[src/rtl/led_sink_pkg.sv]
// shared types and constants for the serial latched led sink logic
// assumes a single 200 MHz system clock sampling all pins
package led_sink_pkg;
   localparam int STAGES = 8;
   localparam logic [7:0] SHIFT_RESET = 8'h00;
   localparam logic [7:0] LATCH_RESET = 8'h00;
   localparam logic [7:0] SINK_OFF = 8'h00;
   localparam logic SYNC_RESET = 1'h0;
   localparam logic BLANK_RESET = 1'h1;
   localparam logic CASCADE_RESET = 1'h0;
   // current select codes on the drive level output
   localparam logic LEVEL_FULL = 1'h0;
   localparam logic LEVEL_HALF = 1'h1;

   typedef enum logic [1:0] {
      EDGE_NONE = 2'b00,
      EDGE_RISE = 2'b01,
      EDGE_FALL = 2'b10
   } edge_t;

   typedef struct packed {
      logic data;
      logic shift_clk;
      logic strobe;
      logic blank_n;
      logic half_sel;
   } pins_t;
endpackage

[src/rtl/led_sink_core.sv]
// led sink control logic: shift register, latch, blanking, cascade outs
// assumes host pins are asynchronous and slower than CLK by a wide margin
// assumes an analog output stage applies the drive level to the sinks
`timescale 1ns/1ps
// Function
// RL1: rising shift clock moves the register, serial data enters stage zero.
// RL2: host sets serial data before each rising shift clock edge.
// RL3: high strobe copies register into latches; low strobe holds them.
// RL4: current select low gives full current, high gives half.
// RL5: blank input high turns all sinks off; low enables them.
// RL6: first cascade output carries last stage, updated on rising edge.
// RL7: second cascade output carries last stage, updated on falling edge.
// RL8: eight sinks, zero to seven, each follows its own latch bit.
// RL9: blanking never changes latch contents.
// RL10: with strobe tied high, host keeps blank high while shifting.
// RL11: each stage passes content onward; last stage feeds both cascades.
module led_sink_core (
   // clock and reset
   input wire logic CLK,
   input wire logic RESET,
   // host pins
   input wire logic SERIAL_DATA,
   input wire logic SHIFT_CLK,
   input wire logic LATCH_STROBE,
   input wire logic BLANK_N,
   input wire logic HALF_SEL,
   // sink drive
   output logic [7:0] SINK_DRIVERS,
   output logic DRIVE_LEVEL,
   // cascade
   output logic CASCADE_DATA_RISING,
   output logic CASCADE_DATA_FALLING
);
   // synchronised pins and shift clock edges
   led_sink_pkg::pins_t pins_raw;
   led_sink_pkg::pins_t pins_s;
   logic clk_prev_q;
   logic clk_prev_d;
   led_sink_pkg::edge_t edge_w;
   logic rise_seen;
   logic fall_seen;
   // pattern path
   logic serial_in;
   logic [7:0] shift_q, shift_d;
   logic [7:0] latch_q, latch_d;
   logic [7:0] sink_q, sink_d;
   logic latch_open;
   logic sinks_enabled;
   // drive level
   logic level_q;
   logic level_d;
   // cascade path
   logic last_stage_now;
   logic last_stage_next;
   logic rise_q, rise_d;
   logic fall_q, fall_d;

   assign pins_raw = '{data: SERIAL_DATA, shift_clk: SHIFT_CLK,
      strobe: LATCH_STROBE, blank_n: BLANK_N, half_sel: HALF_SEL};

   pin_sync u_sync (
      .clk(CLK),
      .reset(RESET),
      .pins_in(pins_raw),
      .pins_out(pins_s)
   );

   // edge of a synchronised level against its previous sample
   function automatic led_sink_pkg::edge_t classify_edge(
      input logic now_level,
      input logic last_level
   );
      led_sink_pkg::edge_t kind;
      kind = led_sink_pkg::EDGE_NONE;
      if (now_level && !last_level) begin
         kind = led_sink_pkg::EDGE_RISE;
      end
      if (!now_level && last_level) begin
         kind = led_sink_pkg::EDGE_FALL;
      end
      return kind;
   endfunction

   // one shift step; the top stage's old bit drops out here
   function automatic logic [7:0] shift_step(
      input logic [7:0] stages,
      input logic entry
   );
      logic [7:0] moved;
      moved = stages;
      for (int i = led_sink_pkg::STAGES - 1; i > 0; i--) begin
         moved[i] = stages[i - 1];
      end
      moved[0] = entry;
      return moved;
   endfunction

   // each sink follows only its own latch bit
   function automatic logic [7:0] gate_sinks(
      input logic enabled,
      input logic [7:0] pattern
   );
      logic [7:0] drive;
      drive = led_sink_pkg::SINK_OFF;
      if (enabled) begin
         for (int i = 0; i < led_sink_pkg::STAGES; i++) begin
            drive[i] = pattern[i];
         end
      end
      return drive;
   endfunction

   // current select pin to drive level code
   function automatic logic level_code(input logic half_request);
      logic code;
      code = led_sink_pkg::LEVEL_FULL;
      if (half_request) begin
         code = led_sink_pkg::LEVEL_HALF;
      end
      return code;
   endfunction

   // limitation: pin levels shorter than one CLK period may be missed
   // data and clock share sync delay, so setup at the pins is preserved
   assign clk_prev_d = pins_s.shift_clk;
   assign edge_w = classify_edge(pins_s.shift_clk, clk_prev_q);
   assign rise_seen = (edge_w == led_sink_pkg::EDGE_RISE);
   assign fall_seen = (edge_w == led_sink_pkg::EDGE_FALL);

   // RL1 RL11 shift on rise
   assign serial_in = pins_s.data;
   assign shift_d = rise_seen ? shift_step(shift_q, serial_in) : shift_q;

   // RL3 RL9 transparent latch
   assign latch_open = pins_s.strobe;
   assign latch_d = latch_open ? shift_d : latch_q;

   // RL5 RL8 blanking gate
   assign sinks_enabled = !pins_s.blank_n;
   assign sink_d = gate_sinks(sinks_enabled, latch_d);

   // RL4 current select
   assign level_d = level_code(pins_s.half_sel);

   // RL11 last stage source
   assign last_stage_now = shift_q[7];
   assign last_stage_next = shift_d[7];

   // RL6 rising cascade
   assign rise_d = last_stage_next;

   // RL7 falling cascade
   assign fall_d = fall_seen ? last_stage_now : fall_q;

   // shift clock history; resets to the idle low level, so no false edge
   always_ff @(posedge CLK) begin
      if (RESET) begin
         clk_prev_q <= led_sink_pkg::SYNC_RESET;
      end else begin
         clk_prev_q <= clk_prev_d;
      end
   end

   // RL1 shift register
   always_ff @(posedge CLK) begin
      if (RESET) begin
         shift_q <= led_sink_pkg::SHIFT_RESET;
      end else begin
         shift_q <= shift_d;
      end
   end

   // RL3 output latches
   always_ff @(posedge CLK) begin
      if (RESET) begin
         latch_q <= led_sink_pkg::LATCH_RESET;
      end else begin
         latch_q <= latch_d;
      end
   end

   // RL5 sink drive register
   always_ff @(posedge CLK) begin
      if (RESET) begin
         sink_q <= led_sink_pkg::SINK_OFF;
      end else begin
         sink_q <= sink_d;
      end
   end

   // RL4 drive level register
   always_ff @(posedge CLK) begin
      if (RESET) begin
         level_q <= led_sink_pkg::LEVEL_FULL;
      end else begin
         level_q <= level_d;
      end
   end

   // RL6 rising cascade register
   always_ff @(posedge CLK) begin
      if (RESET) begin
         rise_q <= led_sink_pkg::CASCADE_RESET;
      end else begin
         rise_q <= rise_d;
      end
   end

   // RL7 falling cascade register
   always_ff @(posedge CLK) begin
      if (RESET) begin
         fall_q <= led_sink_pkg::CASCADE_RESET;
      end else begin
         fall_q <= fall_d;
      end
   end

   // analog half current is applied by the output stage from this level
   assign SINK_DRIVERS = sink_q;
   assign DRIVE_LEVEL = level_q;
   assign CASCADE_DATA_RISING = rise_q;
   assign CASCADE_DATA_FALLING = fall_q;
endmodule // led_sink_core

[src/rtl/pin_sync.sv]
// two flip-flop synchroniser for the host pin group
// assumes pins are asynchronous to CLK
`timescale 1ns/1ps
module pin_sync (
   input wire logic clk,
   input wire logic reset,
   input wire led_sink_pkg::pins_t pins_in,
   output led_sink_pkg::pins_t pins_out
);
   led_sink_pkg::pins_t meta_q;
   led_sink_pkg::pins_t sync_q;
   localparam led_sink_pkg::pins_t IDLE_PINS = '{
      data: led_sink_pkg::SYNC_RESET,
      shift_clk: led_sink_pkg::SYNC_RESET,
      strobe: led_sink_pkg::SYNC_RESET,
      blank_n: led_sink_pkg::BLANK_RESET,
      half_sel: led_sink_pkg::SYNC_RESET};

   // first stage feeds only the second
   always_ff @(posedge clk) begin
      if (reset) begin
         meta_q <= IDLE_PINS;
         sync_q <= IDLE_PINS;
      end else begin
         meta_q <= pins_in;
         sync_q <= meta_q;
      end
   end

   assign pins_out = sync_q;
endmodule // pin_sync

[config.mk]
export PLATFORM = sky130hd
export DESIGN_NAME = led_sink_core
export DESIGN_NICKNAME = d
export VERILOG_FILES = /design/src/rtl/led_sink_pkg.sv /design/src/rtl/led_sink_core.sv /design/src/rtl/pin_sync.sv
export SDC_FILE = /design/constraint.sdc
export NUM_CORES = 1
export LEC_CHECK = 0
export ABC_AREA = 1
export BUFFER_PORTS_ARGS = -buffer_cell sky130_fd_sc_hd__buf_2
export CORE_MARGIN = 2
export CORE_UTILIZATION = 47
export CTS_CLUSTER_SIZE = 30
export DETAILED_ROUTE_END_ITERATION = 8
export GPL_ROUTABILITY_DRIVEN = 0
export GPL_TIMING_DRIVEN = 1
export PLACE_DENSITY = 0.7
export SYNTH_ARGS = -nofsm -noshare
export SYNTH_HDL_FRONTEND = slang
export SYNTH_SLANG_ARGS = --single-unit
[constraint.sdc]
create_clock -name CLK -period 1.38 [get_ports CLK]
set_input_delay 0.138 -clock CLK [delete_from_list [all_inputs] [get_ports CLK]]
set_output_delay 0.138 -clock CLK [all_outputs]
set_load 0.02 [all_outputs]
==> impl_results.md <==
* GRT Total Usage at 17.2%
* CTS sink count at 37
* Grt total ovfl at 0
* Synth Instances at 135
* Pwr dens at 1240 nW/µm²
* Cts repair resizes at 0
* CTS root buffer: clkbuf_4
* Initial core utilization at 48.6%
* Peak VDD IR at 0.926 mV
* H-Tree Depth at 2
* Syn-to-layout area delta at 18.7%
* Port Buffer Count at 17
* Worst setup path class: register to register
* WP data required at 1650 ps
* Die H at 54.2 µm
* Worst setup SP type: register
* TNS Setup at 0 ps
* Flop-to-flop setup slack at 260 ps
* Synthesized area at 1180 µm²
* Crit path cell chain: buf_4, nand3_1, nand3_1, nand2_1, nor2_1
* Fmax at 0.895 GHz
* Slew Limit Fails at 0
* Yosys warns at 0
* CTS tree: built
* Netlist cell types at 14
* Antenna-violating nets left at 0
* Post-synthesis sequential area ratio at 62.6%
* Synth top area share at 62.6%
* Avg WL per Cell at 10.2 µm
* Final HPWL DP at 1260 µm
* Die W at 54.2 µm
* Drt pass-1 iters at 4
* Mapped Nets at 142
* Die outline area at 2930 µm²
* DRC viols at 0
* Vias per inst at 4.72
* Most common cell on crit path: nand3_1
* Worst rel slew slack at 70.1%
* CTS Buf Count at 5
* Status: finished clean
* Cells taking the most area after synthesis: dfxtp_1, nor2_1, nand3_1
* #FFs+latches synth at 37
* Largest fanout on the critical path at 8
* Worst Path Arrival at 1390 ps
* Pin count of the biggest net entering global routing at 28
* Clk buf depth at 2
* Clk Latency, worst-skew pair at 340 ps
* Ant diodes at 0
* Clk_skew at 9.05 ps
* Final setup viols at 0
* Core Region at 2430 µm²
* Number of global-route vias before repair at 790
* Max-cap violations at 0
* Slowest-stage cell, CP: dfxtp_1
* Worst-path clk slew at 90 ps
* CP Capture Type: register
* RSZ-0062 raised after global routing: false
* Worst hold slack at 407 ps
* Worst path max stage delay at 490 ps
* Antenna violations before repair at 0
* Post-Route WL at 1960 µm
* Final min period at 1120 ps
* I/O pin count at 18
* Row count at 18
* Share of layout cells above drive strength 1 at 21.5%
* First-pass GRT wire length at 3420 µm
* Worst slew pin tran at 448 ps
* Yosys top cell by area: dfxtp_1
* Syn Area/Cell at 8.76 µm²
* Nets at 169
* Drt first-iter violations at 13
* Fill cells at 235
* Leakage power at 0.615 nW
* Final period utilization at 80.9%
* Detailed-route via count at 911
* Hold violation count in the final report at 0
* Worst Hold Class: register to register
## path summary, 6_finish.rpt
check                                       end  cells after the start                           from
setup / recovery     SINK_DRIVERS[6]$_SDFF_PP0_                      5  u_sync.pins_out[3]$_SDFF_PP0_
hold / removal    u_sync.pins_out[3]$_SDFF_PP0_                      2    u_sync.meta_q[3]$_SDFF_PP0_
setup reg to reg     SINK_DRIVERS[6]$_SDFF_PP0_                      5  u_sync.pins_out[3]$_SDFF_PP0_
hold reg to reg   u_sync.pins_out[3]$_SDFF_PP0_                      2    u_sync.meta_q[3]$_SDFF_PP0_
## logic make-up after synthesis
family	after synthesis	synth area share, %
AND/OR/NAND/NOR	71	26.9
flip-flops	37	62.6
AO/OA/AOI/OAI	10	4.23
buffers and inverters	17	6.24
## Yosys cell counts, drive strengths merged
library cell   n
inv           11
or2           11
nand2         17
a21oi          9
buf            4
dfxtp         37
nand3         17
clkbuf         2
o21ai          1
nor2          26
## critical path: cells and delay by family (launching register included)
kind	cells	cell delay, ps
flip-flops	1	490
AND/OR/NAND/NOR	4	390
buffers and inverters	1	190
## state kept, by name (all words and copies together), names as in the netlist
register / flops
SINK_DRIVERS: 8
u_sync.meta_q: 5
latch_q: 8
clk_prev_q: 1
shift_q: 8
CASCADE_DATA_FALLING: 1
DRIVE_LEVEL: 1
u_sync.pins_out: 5
## repair_timing
item / CTS / global route
buffers inserted: 0 / 0
hold buffers: 5 / 1
endpoints found under the hold margin: 5 / 1
## cell usage in the layout (no fill, tap or decap)
master / instances
nand2_1: 16
or2_2: 8
clkbuf_4: 5
or2_0: 3
nand3_1: 17
inv_1: 10
buf_4: 3
buf_2: 17
dfxtp_1: 37
inv_2: 1
clkbuf_1: 3
a21oi_1: 9
o21ai_0: 1
nand2_2: 1
dlygate4sd3_1: 6
nor2_1: 26
## report_power, final
part / switching [W] / internal, W / total [W]
Combinational: 0.0000536 / 0.0000504 / 0.000104
Clock: 0.000320 / 0.000203 / 0.000523
Sequential: 0.0000130 / 0.00110 / 0.00111
## stage by stage
stage,setup WS (ps),instances,total power [W],area (µm²),utilization [%]
3_3_place_gp,278,179,0.00122,1290,53.2
2_1_floorplan,467,135,0.00120,1180,-
4_1_cts,244,192,0.00176,1390,57.3
3_5_place_dp,262,179,0.00123,1290,53.2
5_1_grt,99.9,193,0.00184,1400,57.7
6_report,263,193,0.00174,1400,57.7
## area by class of cell
type / count / area, µm² / share of cell area, %
flip-flops and latches: 37 / 741 / 52.8
multi-input cells: 81 / 368 / 26.2
repair buffers: 26 / 168 / 11.9
clock buffers: 8 / 48.8 / 3.48
inverters: 11 / 41.3 / 2.94
well taps: 30 / 37.5 / 2.67
## per-layer routing
layer	track usage [%]	wire length [µm]
met1	20.1	889
met2	25.9	923
met3	9.17	112
met4	7.50	39
met5	0	0
(Power assumes the default switching activity.)
